--- src/inc/pis_pkg.sv ---
// Purpose: Shared constants for the packet interval scheduler device block
// Assumes: One link cycle per enabled clk_sys cycle
// Notes: Register map is word aligned on a 32-bit Avalon-MM slave
package pis_pkg;
    // Geometry
    localparam int NBANK = 32;
    localparam int BANK_W = 5;
    localparam int LAT_W = 4;
    localparam int LANE_W = 64;
    localparam int MASK_W = 8;
    localparam int PKT_BYTES = 16;
    // Latency limits and reset values, in link cycles
    localparam logic [LAT_W-1:0] RL_MIN = 4'h7;
    localparam logic [LAT_W-1:0] RL_MAX = 4'hC;
    localparam logic [LAT_W-1:0] RL_RST = 4'h8;
    localparam logic [LAT_W-1:0] WL_MIN = 4'h1;
    localparam logic [LAT_W-1:0] WL_RST = 4'h6;
    localparam int RETIRE_DEF = 8;
    localparam int PIPE_DEPTH = 12;
    // Register byte offsets
    localparam logic [3:0] REG_LAT = 4'h0;
    localparam logic [3:0] REG_BANKS = 4'h4;
    localparam logic [3:0] REG_STATUS = 4'h8;
    // Field positions
    localparam int F_RL_LO = 0;
    localparam int F_WL_LO = 8;
    localparam int F_ILLEGAL_ACT = 0;
    localparam int F_WR_OVERRUN = 1;
    localparam logic [31:0] RD_ZERO = 32'h0000_0000;
endpackage

--- src/pis_lat_pipe.sv ---
// Purpose: Delay line that presents a pushed payload a chosen number of cycles later
// Assumes: lat in 1..DEPTH; larger values never produce a tap
// Notes: Payload enters stage 0 at the edge that takes the push
`timescale 1ns/1ps
module pis_lat_pipe #(
    parameter int W = 8,
    parameter int DEPTH = 12
) (
    // Clock and reset
    input wire logic clk_sys,
    input wire logic resetn,
    input wire logic ce,
    // Push side
    input wire logic push_valid,
    input wire logic [W-1:0] push_data,
    // Tap select and output
    input wire logic [pis_pkg::LAT_W-1:0] lat,
    output logic tap_valid,
    output logic [W-1:0] tap_data
);
    import pis_pkg::*;

    logic [DEPTH-1:0] vld_ff, nxt_vld;
    logic [W-1:0] dat_ff [DEPTH];
    logic [W-1:0] nxt_dat [DEPTH];

    // Shift by one stage per enabled cycle
    always_comb begin
        nxt_vld = vld_ff;
        nxt_dat = dat_ff;
        if (ce) begin
            nxt_vld = {vld_ff[DEPTH-2:0], push_valid};
            nxt_dat[0] = push_data;
            for (int i = 1; i < DEPTH; i++) begin
                nxt_dat[i] = dat_ff[i-1];
            end
        end
    end

    always_ff @(posedge clk_sys or negedge resetn) begin
        if (!resetn) begin
            vld_ff <= '0;
            for (int i = 0; i < DEPTH; i++) begin
                dat_ff[i] <= '0;
            end
        end else begin
            vld_ff <= nxt_vld;
            dat_ff <= nxt_dat;
        end
    end

    // Stage lat-1 holds what was pushed lat cycles before this cycle
    always_comb begin
        tap_valid = 1'b0;
        tap_data = '0;
        for (int i = 0; i < DEPTH; i++) begin
            if (32'(lat) == i + 1) begin
                tap_valid = vld_ff[i];
                tap_data = dat_ff[i];
            end
        end
    end
endmodule // pis_lat_pipe

--- src/pis_core.sv ---
// Purpose: Device side data timing, byte masking and bank state of a packet DRAM channel
// Assumes: Column, slot and row packets arrive as one-cycle strobes at their trailing edge
`timescale 1ns/1ps
module pis_core #(
    parameter int RETIRE_INTERVAL = pis_pkg::RETIRE_DEF
) (
    // Clock, reset, enable
    input wire logic clk_sys,
    input wire logic resetn,
    input wire logic ce,
    // Avalon-MM register slave
    input wire logic [3:0] avs_address,
    input wire logic avs_read,
    input wire logic avs_write,
    input wire logic [31:0] avs_writedata,
    input wire logic [3:0] avs_byteenable,
    output logic [31:0] avs_readdata,
    output logic avs_waitrequest,
    // Column command packet
    input wire logic col_valid,
    input wire logic col_read,
    input wire logic col_write,
    input wire logic col_autopre,
    input wire logic [pis_pkg::BANK_W-1:0] col_bank,
    // Slot after a column command: mask or extended packet
    input wire logic slot_valid,
    input wire logic slot_mask_sel,
    input wire logic [pis_pkg::MASK_W-1:0] mask_field_low,
    input wire logic [pis_pkg::MASK_W-1:0] mask_field_high,
    input wire logic slot_extended_precharge,
    input wire logic [pis_pkg::BANK_W-1:0] slot_bank,
    // Row packets
    input wire logic row_activate,
    input wire logic row_bus_precharge,
    input wire logic [pis_pkg::BANK_W-1:0] row_bank,
    // Write data packet from the channel
    input wire logic [pis_pkg::LANE_W-1:0] wd_lane_a,
    input wire logic [pis_pkg::LANE_W-1:0] wd_lane_b,
    // Read data from the array, driven out as a packet
    input wire logic [pis_pkg::LANE_W-1:0] arr_rd_lane_a,
    input wire logic [pis_pkg::LANE_W-1:0] arr_rd_lane_b,
    output logic rd_pkt_valid,
    output logic [pis_pkg::LANE_W-1:0] data_byte_lane_a,
    output logic [pis_pkg::LANE_W-1:0] data_byte_lane_b,
    output logic [pis_pkg::BANK_W-1:0] arr_rd_bank,
    // Array write port
    output logic arr_wr_en,
    output logic [pis_pkg::BANK_W-1:0] arr_wr_bank,
    output logic [pis_pkg::LANE_W-1:0] arr_wr_lane_a,
    output logic [pis_pkg::LANE_W-1:0] arr_wr_lane_b,
    output logic [pis_pkg::PKT_BYTES-1:0] arr_wr_byte_en
);
    import pis_pkg::*;

    // Bank bit plus its two neighbours, clipped at the ends
    function automatic logic [NBANK-1:0] near_mask(input logic [BANK_W-1:0] b);
        logic [NBANK-1:0] m;
        m = '0;
        m[b] = 1'b1;
        if (b != '0) m[b - 1'b1] = 1'b1;
        if (b != BANK_W'(NBANK - 1)) m[b + 1'b1] = 1'b1;
        return m;
    endfunction

    // Register state
    logic [LAT_W-1:0] rl_ff, nxt_rl, wl_ff, nxt_wl;
    logic [NBANK-1:0] act_ff, nxt_act;
    logic illegal_ff, nxt_illegal, overrun_ff, nxt_overrun;
    logic wait_ff, nxt_wait;
    logic [31:0] rdata_ff, nxt_rdata;
    // Pending write state
    logic wd_have_ff, nxt_wd_have, mk_have_ff, nxt_mk_have;
    logic [LANE_W-1:0] wa_ff, nxt_wa, wb_ff, nxt_wb;
    logic [PKT_BYTES-1:0] be_ff, nxt_be;
    logic [BANK_W:0] wbank_ff, nxt_wbank;
    // Output state
    logic rdv_ff, nxt_rdv, awe_ff, nxt_awe;
    logic [LANE_W-1:0] rda_ff, nxt_rda, rdb_ff, nxt_rdb;
    logic [BANK_W-1:0] rbank_ff, nxt_rbank, awb_ff, nxt_awb;
    logic [LANE_W-1:0] awa_ff, nxt_awa, awbd_ff, nxt_awbd;
    logic [PKT_BYTES-1:0] awbe_ff, nxt_awbe;

    logic rd_tap, wd_tap, mk_tap;
    logic [BANK_W-1:0] rd_tap_bank;
    logic [BANK_W:0] wd_tap_info, mk_tap_info;
    logic bus_go, bus_wr;
    logic [LAT_W-1:0] new_rl, new_wl;
    logic [NBANK-1:0] pre_set;
    logic commit;
    localparam logic [LAT_W-1:0] RETIRE_LAT = LAT_W'(RETIRE_INTERVAL);

    // Read data timing: tap one cycle early, the output flop supplies the last cycle of read latency
    pis_lat_pipe #(.W(BANK_W), .DEPTH(PIPE_DEPTH)) u_rd_pipe (
        .clk_sys(clk_sys), .resetn(resetn), .ce(ce),
        .push_valid(col_valid & col_read), .push_data(col_bank),
        .lat(rl_ff - 4'h1), .tap_valid(rd_tap), .tap_data(rd_tap_bank)
    );
    // Write data timing: tap at the write latency, carries autoprecharge flag
    pis_lat_pipe #(.W(BANK_W + 1), .DEPTH(PIPE_DEPTH)) u_wd_pipe (
        .clk_sys(clk_sys), .resetn(resetn), .ce(ce),
        .push_valid(col_valid & col_write), .push_data({col_autopre, col_bank}),
        .lat(wl_ff), .tap_valid(wd_tap), .tap_data(wd_tap_info)
    );
    // Mask slot timing: fixed retire interval after the write command
    pis_lat_pipe #(.W(BANK_W + 1), .DEPTH(PIPE_DEPTH)) u_mk_pipe (
        .clk_sys(clk_sys), .resetn(resetn), .ce(ce),
        .push_valid(col_valid & col_write), .push_data({col_autopre, col_bank}),
        .lat(RETIRE_LAT), .tap_valid(mk_tap), .tap_data(mk_tap_info)
    );

    // Bus decode: a request is served at the edge where waitrequest is low
    always_comb begin
        bus_go = (avs_read | avs_write) & ~wait_ff;
        bus_wr = bus_go & avs_write;
        new_rl = avs_writedata[F_RL_LO +: LAT_W];
        new_wl = avs_writedata[F_WL_LO +: LAT_W];
    end

    // Registers and bus answer
    always_comb begin
        nxt_rl = rl_ff;
        nxt_wl = wl_ff;
        nxt_wait = ~((avs_read | avs_write) & wait_ff);
        nxt_rdata = rdata_ff;
        if ((avs_read | avs_write) & wait_ff) begin
            case (avs_address)
                REG_LAT: nxt_rdata = {20'h0_0000, wl_ff, 4'h0, rl_ff};
                REG_BANKS: nxt_rdata = act_ff;
                REG_STATUS: nxt_rdata = {30'h0000_0000, overrun_ff, illegal_ff};
                default: nxt_rdata = RD_ZERO;
            endcase
        end
        // Only legal pairs are taken, so write latency stays below read latency
        if (bus_wr && avs_address == REG_LAT && avs_byteenable[0] && avs_byteenable[1] &&
            new_rl >= RL_MIN && new_rl <= RL_MAX && new_wl >= WL_MIN && new_wl < new_rl) begin
            nxt_rl = new_rl;
            nxt_wl = new_wl;
        end
    end

    // Bank state, pending write and outputs
    always_comb begin
        nxt_act = act_ff;
        nxt_illegal = illegal_ff;
        nxt_overrun = overrun_ff;
        nxt_wd_have = wd_have_ff;
        nxt_mk_have = mk_have_ff;
        nxt_wa = wa_ff;
        nxt_wb = wb_ff;
        nxt_be = be_ff;
        nxt_wbank = wbank_ff;
        nxt_rdv = 1'b0;
        nxt_rda = rda_ff;
        nxt_rdb = rdb_ff;
        nxt_rbank = rbank_ff;
        nxt_awe = 1'b0;
        nxt_awb = awb_ff;
        nxt_awa = awa_ff;
        nxt_awbd = awbd_ff;
        nxt_awbe = awbe_ff;
        pre_set = '0;
        commit = 1'b0;
        // Status clears by writing one; applied first so an event later in this cycle sets it again
        if (bus_wr && avs_address == REG_STATUS && avs_byteenable[0]) begin
            if (avs_writedata[F_ILLEGAL_ACT]) nxt_illegal = 1'b0;
            if (avs_writedata[F_WR_OVERRUN]) nxt_overrun = 1'b0;
        end
        // Read packet leaves at the data packet's leading edge
        if (rd_tap) begin
            nxt_rdv = 1'b1;
            nxt_rda = arr_rd_lane_a;
            nxt_rdb = arr_rd_lane_b;
            nxt_rbank = rd_tap_bank;
        end
        // A read with autoprecharge closes its bank; reads take no mask slot
        if (col_valid && col_read && col_autopre) begin
            pre_set = pre_set | near_mask(col_bank);
        end
        // Capture the write data packet
        if (wd_tap) begin
            if (wd_have_ff) nxt_overrun = 1'b1;
            nxt_wd_have = 1'b1;
            nxt_wa = wd_lane_a;
            nxt_wb = wd_lane_b;
            nxt_wbank = wd_tap_info;
        end
        // Mask slot: set select carries two mask fields, clear writes every byte
        if (mk_tap) begin
            nxt_mk_have = 1'b1;
            if (slot_valid && slot_mask_sel) begin
                nxt_be = {mask_field_high, mask_field_low};
            end else begin
                nxt_be = '1;
            end
        end
        // Extended precharge rides in any slot whose select bit is clear
        if (slot_valid && !slot_mask_sel && slot_extended_precharge) begin
            pre_set = pre_set | near_mask(slot_bank);
        end
        // Retire the write once data and mask are both in hand
        if (nxt_wd_have && nxt_mk_have) begin
            commit = 1'b1;
            nxt_wd_have = 1'b0;
            nxt_mk_have = 1'b0;
            nxt_awe = 1'b1;
            nxt_awb = nxt_wbank[BANK_W-1:0];
            nxt_awa = nxt_wa;
            nxt_awbd = nxt_wb;
            nxt_awbe = nxt_be;
        end
        // Write with autoprecharge closes the bank in the same cycle as the retire
        if (commit && nxt_wbank[BANK_W]) begin
            pre_set = pre_set | near_mask(nxt_wbank[BANK_W-1:0]);
        end
        if (row_bus_precharge) begin
            pre_set = pre_set | near_mask(row_bank);
        end
        // Precharge closes the bank and whichever neighbour is active
        nxt_act = nxt_act & ~pre_set;
        if (row_activate) begin
            // Opening next to an open bank would share a sense amp
            if ((nxt_act & near_mask(row_bank)) != '0) nxt_illegal = 1'b1;
            nxt_act = nxt_act & ~near_mask(row_bank);
            nxt_act[row_bank] = 1'b1;
        end
    end

    // Every state element holds while the clock enable is low
    always_ff @(posedge clk_sys or negedge resetn) begin
        if (!resetn) begin
            rl_ff <= RL_RST;
            wl_ff <= WL_RST;
            wait_ff <= 1'b1;
            rdata_ff <= RD_ZERO;
            act_ff <= '0;
            illegal_ff <= 1'b0;
            overrun_ff <= 1'b0;
            wd_have_ff <= 1'b0;
            mk_have_ff <= 1'b0;
            wa_ff <= '0;
            wb_ff <= '0;
            be_ff <= '0;
            wbank_ff <= '0;
            rdv_ff <= 1'b0;
            rda_ff <= '0;
            rdb_ff <= '0;
            rbank_ff <= '0;
            awe_ff <= 1'b0;
            awb_ff <= '0;
            awa_ff <= '0;
            awbd_ff <= '0;
            awbe_ff <= '0;
        end else if (ce) begin
            rl_ff <= nxt_rl;
            wl_ff <= nxt_wl;
            wait_ff <= nxt_wait;
            rdata_ff <= nxt_rdata;
            act_ff <= nxt_act;
            illegal_ff <= nxt_illegal;
            overrun_ff <= nxt_overrun;
            wd_have_ff <= nxt_wd_have;
            mk_have_ff <= nxt_mk_have;
            wa_ff <= nxt_wa;
            wb_ff <= nxt_wb;
            be_ff <= nxt_be;
            wbank_ff <= nxt_wbank;
            rdv_ff <= nxt_rdv;
            rda_ff <= nxt_rda;
            rdb_ff <= nxt_rdb;
            rbank_ff <= nxt_rbank;
            awe_ff <= nxt_awe;
            awb_ff <= nxt_awb;
            awa_ff <= nxt_awa;
            awbd_ff <= nxt_awbd;
            awbe_ff <= nxt_awbe;
        end
    end

    // Outputs straight from flops
    assign avs_waitrequest = wait_ff;
    assign avs_readdata = rdata_ff;
    assign rd_pkt_valid = rdv_ff;
    assign data_byte_lane_a = rda_ff;
    assign data_byte_lane_b = rdb_ff;
    assign arr_rd_bank = rbank_ff;
    assign arr_wr_en = awe_ff;
    assign arr_wr_bank = awb_ff;
    assign arr_wr_lane_a = awa_ff;
    assign arr_wr_lane_b = awbd_ff;
    assign arr_wr_byte_en = awbe_ff;
endmodule // pis_core

--- config.mk ---
export PLATFORM = sky130hd
export DESIGN_NAME = pis_core
export DESIGN_NICKNAME = d
export VERILOG_FILES = /design/src/inc/pis_pkg.sv /design/src/pis_lat_pipe.sv /design/src/pis_core.sv
export SDC_FILE = /design/constraint.sdc
export NUM_CORES = 1
export LEC_CHECK = 0
export BUFFER_PORTS_ARGS = -buffer_cell sky130_fd_sc_hd__buf_2
export CAP_MARGIN = 25
export CORE_ASPECT_RATIO = 0.8
export CORE_MARGIN = 2
export CORE_UTILIZATION = 57
export DETAILED_ROUTE_END_ITERATION = 6
export HOLD_SLACK_MARGIN = 0.12
export PLACE_DENSITY_LB_ADDON = 0.2
export SLEW_MARGIN = 25
export SYNTH_ARGS = -nofsm -noshare
export SYNTH_HDL_FRONTEND = slang
export SYNTH_HIERARCHICAL = 1
export SYNTH_SLANG_ARGS = --single-unit
--- constraint.sdc ---
create_clock -name clk_sys -period 5.8 [get_ports clk_sys]
set_input_delay 0.58 -clock clk_sys [delete_from_list [all_inputs] [get_ports clk_sys]]
set_output_delay 0.58 -clock clk_sys [all_outputs]
set_load 0.005 [all_outputs]
==> flow_metrics.env, run 1 <==
export IMPL_outcome="finished clean"
export IMPL_slew_viol_final=0
export IMPL_drt_iter0_drc=2656
export IMPL_syn_inst=2792
export IMPL_start_util_pct=58.0
export IMPL_routed_via_density=6.10
export IMPL_path_clk_slew_ns=0.07
export IMPL_clock_fmax_mhz=186
export IMPL_peakVddDrop_mv=0.241
export IMPL_dr_pass1_iters=6
export IMPL_path_cells="nor2b_1 -> o21ai_0 -> a221o_1 -> a22oi_2 -> nand4_1 -> a21o_1 -> inv_1 -> ha_1 -> nor2b_1 -> nand4_1 -> buf_4 -> o221ai_1 -> nor4b_1 -> a211oi_1 -> nand4_1 -> a2111oi_2 -> a41oi_1"
export IMPL_cts_tree="done"
export IMPL_dp_cells=4017
export IMPL_numPortBuffers=631
export IMPL_finalWeightedCongestion=1.00
export IMPL_finalSetupViolCount=0
export IMPL_cp_required_ns=6.27
export IMPL_leakage_nw=18.1
export IMPL_startpoint_type="register"
export IMPL_hold_slack_ns=0.203
export IMPL_cts_sinks=679
export IMPL_layout_drive_gt1_share_pct=37.9
export IMPL_rsz0062_at_grt="no"
export IMPL_antenna_found_initial=29
export IMPL_layout_nets=3689
export IMPL_wl_um=100000
export IMPL_cts_root_buf="clkbuf_16"
export IMPL_antenna_left=0
export IMPL_maxSlewHeadroom_pct=30.7
export IMPL_post_drt_wl_per_cell_um=24.0
export IMPL_r2r_start="wl_ff[2]$_DFFE_PN1P_"
export IMPL_postSynthAreaPerCell_um2=11.6
export IMPL_die_width_um=270
export IMPL_final_setup_tns_ns=0
export IMPL_h_tree_depth=3
export IMPL_dp_final_hpwl_um=73200
export IMPL_clock_skew_ns=0.0264
export IMPL_clk_latency_ns=0.61
export IMPL_period_share_pct=92.5
export IMPL_numCtsBuffers=69
export IMPL_path_class="reg2reg"
export IMPL_die_y_um=217
export IMPL_dieArea_um2=58500
export IMPL_first_global_vias=25700
export IMPL_min_from="arr_rd_lane_a[24]"
export IMPL_slowest_delay_ns=0.84
export IMPL_cp_startpoint="wl_ff[2]$_DFFE_PN1P_"
export IMPL_remaining_drc_errors=0
export IMPL_drv_cap=0
export IMPL_grt_pass1_wl_um=153000
export IMPL_core_area_um2=55600
export IMPL_fill_cells=4073
export IMPL_gr_total_overflow=0
export IMPL_power_density_nw_per_um2=339
export IMPL_clock_path_buffers=3
export IMPL_synthToLayoutAreaGrowth_pct=18.8
export IMPL_finalCriticalPeriod_ns=5.37
export IMPL_cp_slowest_cell="dfstp_2"
export IMPL_grt_max_degree=168
export IMPL_grt_use_total_pct=33.6
export IMPL_hold_viol_final=0
export IMPL_syn_cell_area_um2=32300
export IMPL_min_path_type="in2reg"
export IMPL_critPathMaxFanout=24
export IMPL_vias=25400
export IMPL_cp_end_kind="register"
export IMPL_worst_pin_slew_ns=1.04
export IMPL_row_count=77
export IMPL_crit_arrival_ns=5.83
export IMPL_instances_no_fill=4160
export IMPL_synth_warnings=6
export IMPL_p_total_mw=13.0
export IMPL_cp_common_cell="nand4_1"
export IMPL_boundaryPins=658
critical path: cells and delay by family (launching register included):
family,cells,cell delay (ns)
AOI/OAI and AO/OA,8,2.32
DFF,1,0.84
adders and majority gates,1,0.13
and+or+nand+nor,6,1.63
buffers and inverters,2,0.30
placed cells by master (no fill, tap or decap), types with 15 or more instances in the layout:
| cell | count |
|---|---|
| a21oi_1 | 64 |
| a22o_1 | 30 |
| a22oi_1 | 29 |
| a31oi_1 | 22 |
| buf_2 | 629 |
| buf_4 | 39 |
| clkbuf_16 | 70 |
| dfrtp_1 | 675 |
| diode_2 | 20 |
| inv_1 | 29 |
| mux2_2 | 446 |
| mux2i_1 | 147 |
| nand2_1 | 258 |
| nand2b_1 | 20 |
| nand3_1 | 45 |
| nand3b_1 | 15 |
| nand4_1 | 17 |
| nor2_1 | 93 |
| nor2b_1 | 32 |
| nor3_1 | 45 |
| o21ai_0 | 219 |
| o22ai_1 | 45 |
| o32a_1 | 22 |
metrics by stage:
stage / worst slack [ns] / area, µm² / utilization [%]
4_1_cts: 0.595 / 38300 / 68.8
5_1_grt: 0.111 / 38300 / 68.9
3_5_place_dp: 0.636 / 35900 / 64.6
2_1_floorplan: 1.64 / 32300 / -
3_3_place_gp: 0.645 / 35900 / 64.6
6_report: 0.434 / 38300 / 68.9
sequential cells by signal (all words and copies together), names as in the netlist, 16 cells and up:
register	cells
data_byte_lane_b	64
u_wd_pipe/dat_ff	72
arr_wr_lane_b	64
avs_readdata	32
arr_wr_byte_en	16
arr_wr_lane_a	64
be_ff	16
wb_ff	64
wa_ff	64
act_ff	32
data_byte_lane_a	64
u_rd_pipe/dat_ff	60
cell type report:
cell class                 instances  area, µm²  area share [%]
inverter                          30        113           0.294
sequential                       679      17000            44.4
tap                              750        938            2.45
clock inverter                    26        347           0.905
antenna                           20       50.0           0.131
timing repair buffer             683       3710            9.68
clock buffer                      95       1970            5.13
multi-input combinational       1877      14200            37.1
power by group:
group | leakage, nW | total (mW) | internal (mW) | switching (mW)
Sequential | 8.91 | 6.21 | 5.60 | 0.608
Clock | 1.14 | 4.58 | 2.70 | 1.89
Combinational | 8.06 | 2.19 | 1.15 | 1.03
Total | 18.1 | 13.0 | 9.45 | 3.53
per-layer routing:
metal  up-vias  track usage (%)  share of wire, %
met5         -                0              0.17
met4        26             10.7               3.0
met3       221             9.03               8.5
met2      1053             53.9                47
met1     12700             44.8                41
li1      11400                -                 -
path summary, 6_finish.rpt:
path	cells after the start	end	slack [ns]
hold / removal	2	data_byte_lane_a[24]$_DFFE_PN0P_	0.20
min in group asynchronous	2	u_rd_pipe/dat_ff[10]$_DFFE_PN0P_	0.63
setup / recovery	17	illegal_ff$_DFFE_PN0P_	0.43
setup reg to reg	17	illegal_ff$_DFFE_PN0P_	0.43
max in group asynchronous	3	avs_readdata[17]$_DFFE_PN0P_	3.75
hold reg to reg	2	arr_wr_lane_b[30]$_DFFE_PN0P_	0.47
repair_timing:
action,4_1_cts,5_1_grt
buffers inserted,0,0
gates resized for setup,0,0
hold buffers,1,0
endpoints found under the hold margin,92,0
Power figures use the tool's default switching activity.
==> run 2: changes to the inputs <==
--- a/config.mk
+++ b/config.mk
@@ -5,6 +5,7 @@
 export SDC_FILE = /design/constraint.sdc
 export NUM_CORES = 1
 export LEC_CHECK = 0
+export ABC_AREA = 1
 export BUFFER_PORTS_ARGS = -buffer_cell sky130_fd_sc_hd__buf_2
 export CAP_MARGIN = 25
 export CORE_ASPECT_RATIO = 0.8
==> run 2 against run 1 <==
  * Utilization decreased by 0.80 points
  * Critical path depth increased by 12
  * Worst setup slack improved by 0.45 ns
  * Sequential power increased by 9.7%
  * Non-clock buffer count decreased by 19
  * Clock skew decreased by 0.0020 ns
  * Hold slack got worse by 0.0062 ns
  * Synthesized cell count increased by 40%
  * Register-to-register slack improved by 0.45 ns
  * Power increased by 14%
  * Largest cell class unchanged
==> flow_metrics.env, run 2 <==
export IMPL_outcome="finished clean"
export IMPL_final_setup_tns_ns=0
export IMPL_wl_um=98400
export IMPL_cp_required_ns=6.28
export IMPL_startpoint_type="register"
export IMPL_peakVddDrop_mv=0.292
export IMPL_gr_total_overflow=0
export IMPL_dr_pass1_iters=7
export IMPL_finalSetupViolCount=0
export IMPL_remaining_drc_errors=0
export IMPL_drt_iter0_drc=2909
export IMPL_worst_pin_slew_ns=0.973
export IMPL_path_clk_slew_ns=0.06
export IMPL_p_total_mw=14.8
export IMPL_start_util_pct=57.6
export IMPL_routed_via_density=5.58
export IMPL_layout_common_cells="nand2_1, dfrtp_1, buf_2"
export IMPL_period_share_pct=84.8
export IMPL_power_density_nw_per_um2=383
export IMPL_placed_cell_area_um2=36300
export IMPL_clock_fmax_mhz=203
export IMPL_syn_cell_area_um2=32600
export IMPL_antenna_found_initial=24
export IMPL_cts_tree="done"
export IMPL_core_area_um2=56600
export IMPL_hold_viol_final=0
export IMPL_critPathMaxFanout=24
export IMPL_postSynthAreaPerCell_um2=8.32
export IMPL_row_count=78
export IMPL_clock_path_buffers=3
export IMPL_finish_instance_area_um2=38600
export IMPL_syn_inst=3920
export IMPL_dieArea_um2=59200
export IMPL_synth_warnings=6
export IMPL_leakage_nw=19.1
export IMPL_finalCriticalPeriod_ns=4.92
export IMPL_grt_use_total_pct=32.5
export IMPL_min_path_type="in2reg"
export IMPL_die_width_um=271
export IMPL_cts_sinks=679
export IMPL_die_y_um=218
export IMPL_boundaryPins=658
export IMPL_layout_drive_gt1_share_pct=22.3
export IMPL_cp_slowest_cell="dfrtp_1"
export IMPL_final_core_util_pct=68.1
export IMPL_cp_common_cell="nand2_1"
export IMPL_layout_nets=4814
export IMPL_antenna_left=0
export IMPL_cts_root_buf="clkbuf_16"
export IMPL_finalWeightedCongestion=0.977
export IMPL_grt_max_degree=196
export IMPL_maxSlewHeadroom_pct=35.1
export IMPL_drv_cap=0
export IMPL_clock_skew_ns=0.0244
export IMPL_crit_arrival_ns=5.40
export IMPL_h_tree_depth=3
export IMPL_dp_final_hpwl_um=69600
export IMPL_top_register="u_wd_pipe/dat_ff"
export IMPL_largest_register_ffs=72
export IMPL_vias=29500
export IMPL_rsz0062_at_grt="no"
export IMPL_fill_cells=4742
export IMPL_grt_pass1_wl_um=152000
export IMPL_instances_no_fill=5292
export IMPL_numCtsBuffers=69
export IMPL_slew_viol_final=0
export IMPL_numPortBuffers=631
export IMPL_slowest_delay_ns=0.54
export IMPL_cp_end_kind="register"
export IMPL_path_class="reg2reg"
export IMPL_dp_cells=5151
export IMPL_post_drt_wl_per_cell_um=18.6
export IMPL_layout_commonest_cell="nand2_1"
export IMPL_clk_latency_ns=0.62
export IMPL_synthToLayoutAreaGrowth_pct=18.2
export IMPL_first_global_vias=27700
run 2: layout make-up:
type	count	area [µm²]	share of cell area, %
Sequential cell	679	17000	44.1
Antenna cell	17	42.5	0.110
Inverter	435	1650	4.27
Timing Repair Buffer	664	3500	9.08
Multi-Input combinational cell	2616	13200	34.3
Tap cell	760	951	2.47
Clock inverter	27	240	0.623
Clock buffer	94	1940	5.04
run 2: worst paths after layout:
| check | depth (start not counted) | slack [ns] | to | startpoint |
|---|---|---|---|---|
| max | 29 | 0.88 | illegal_ff$_DFFE_PN0P_ | wl_ff[0]$_DFFE_PN0P_ |
| min | 2 | 0.20 | data_byte_lane_a[60]$_DFFE_PN0P_ | arr_rd_lane_a[60] |
| max reg2reg | 29 | 0.88 | illegal_ff$_DFFE_PN0P_ | wl_ff[0]$_DFFE_PN0P_ |
| min reg2reg | 2 | 0.47 | arr_wr_byte_en[10]$_DFFE_PN0P_ | arr_wr_byte_en[10]$_DFFE_PN0P_ |
| max in group asynchronous | 4 | 3.73 | wb_ff[54]$_DFFE_PN0P_ | resetn |
| min in group asynchronous | 2 | 0.42 | u_wd_pipe/dat_ff[60]$_DFFE_PN0P_ | resetn |
run 2: stage by stage:
stage          setup WS, ns  hold slack, ns
2_1_floorplan          2.08           0.284
3_3_place_gp          0.704           0.449
3_5_place_dp          0.651           0.454
4_1_cts               0.622           0.158
5_1_grt               0.391           0.168
6_report              0.884           0.197
run 2: repair_timing:
item / in CTS / in global routing
resized for setup: 0 / 0
setup buffers: 0 / 1
hold buffers: 1 / 0
endpoints found under the hold margin: 50 / 0
endpoints found under the setup margin: 0 / 1
run 2: critical path, delay by kind of cell, from the launching register on:
kind,cells,cell delay [ns]
flops,1,0.54
compound gates,2,0.28
buf+inv,7,0.91
simple gates,19,2.72
fa+ha+maj,1,0.33
run 2: power breakdown:
part	switching (mW)	total [mW]	leakage, nW	internal [mW]
sequential	0.696	6.81	8.42	6.12
clock	1.88	4.33	1.07	2.45
combinational	2.01	3.61	9.62	1.59
run 2: metal layers:
layer,track usage (%),share of wire [%],up-vias
li1,-,-,14000
met1,44.4,42,14000
met5,0,0.11,-
met3,9.47,9.5,237
met4,11.7,3.7,14
met2,49.6,45,1248
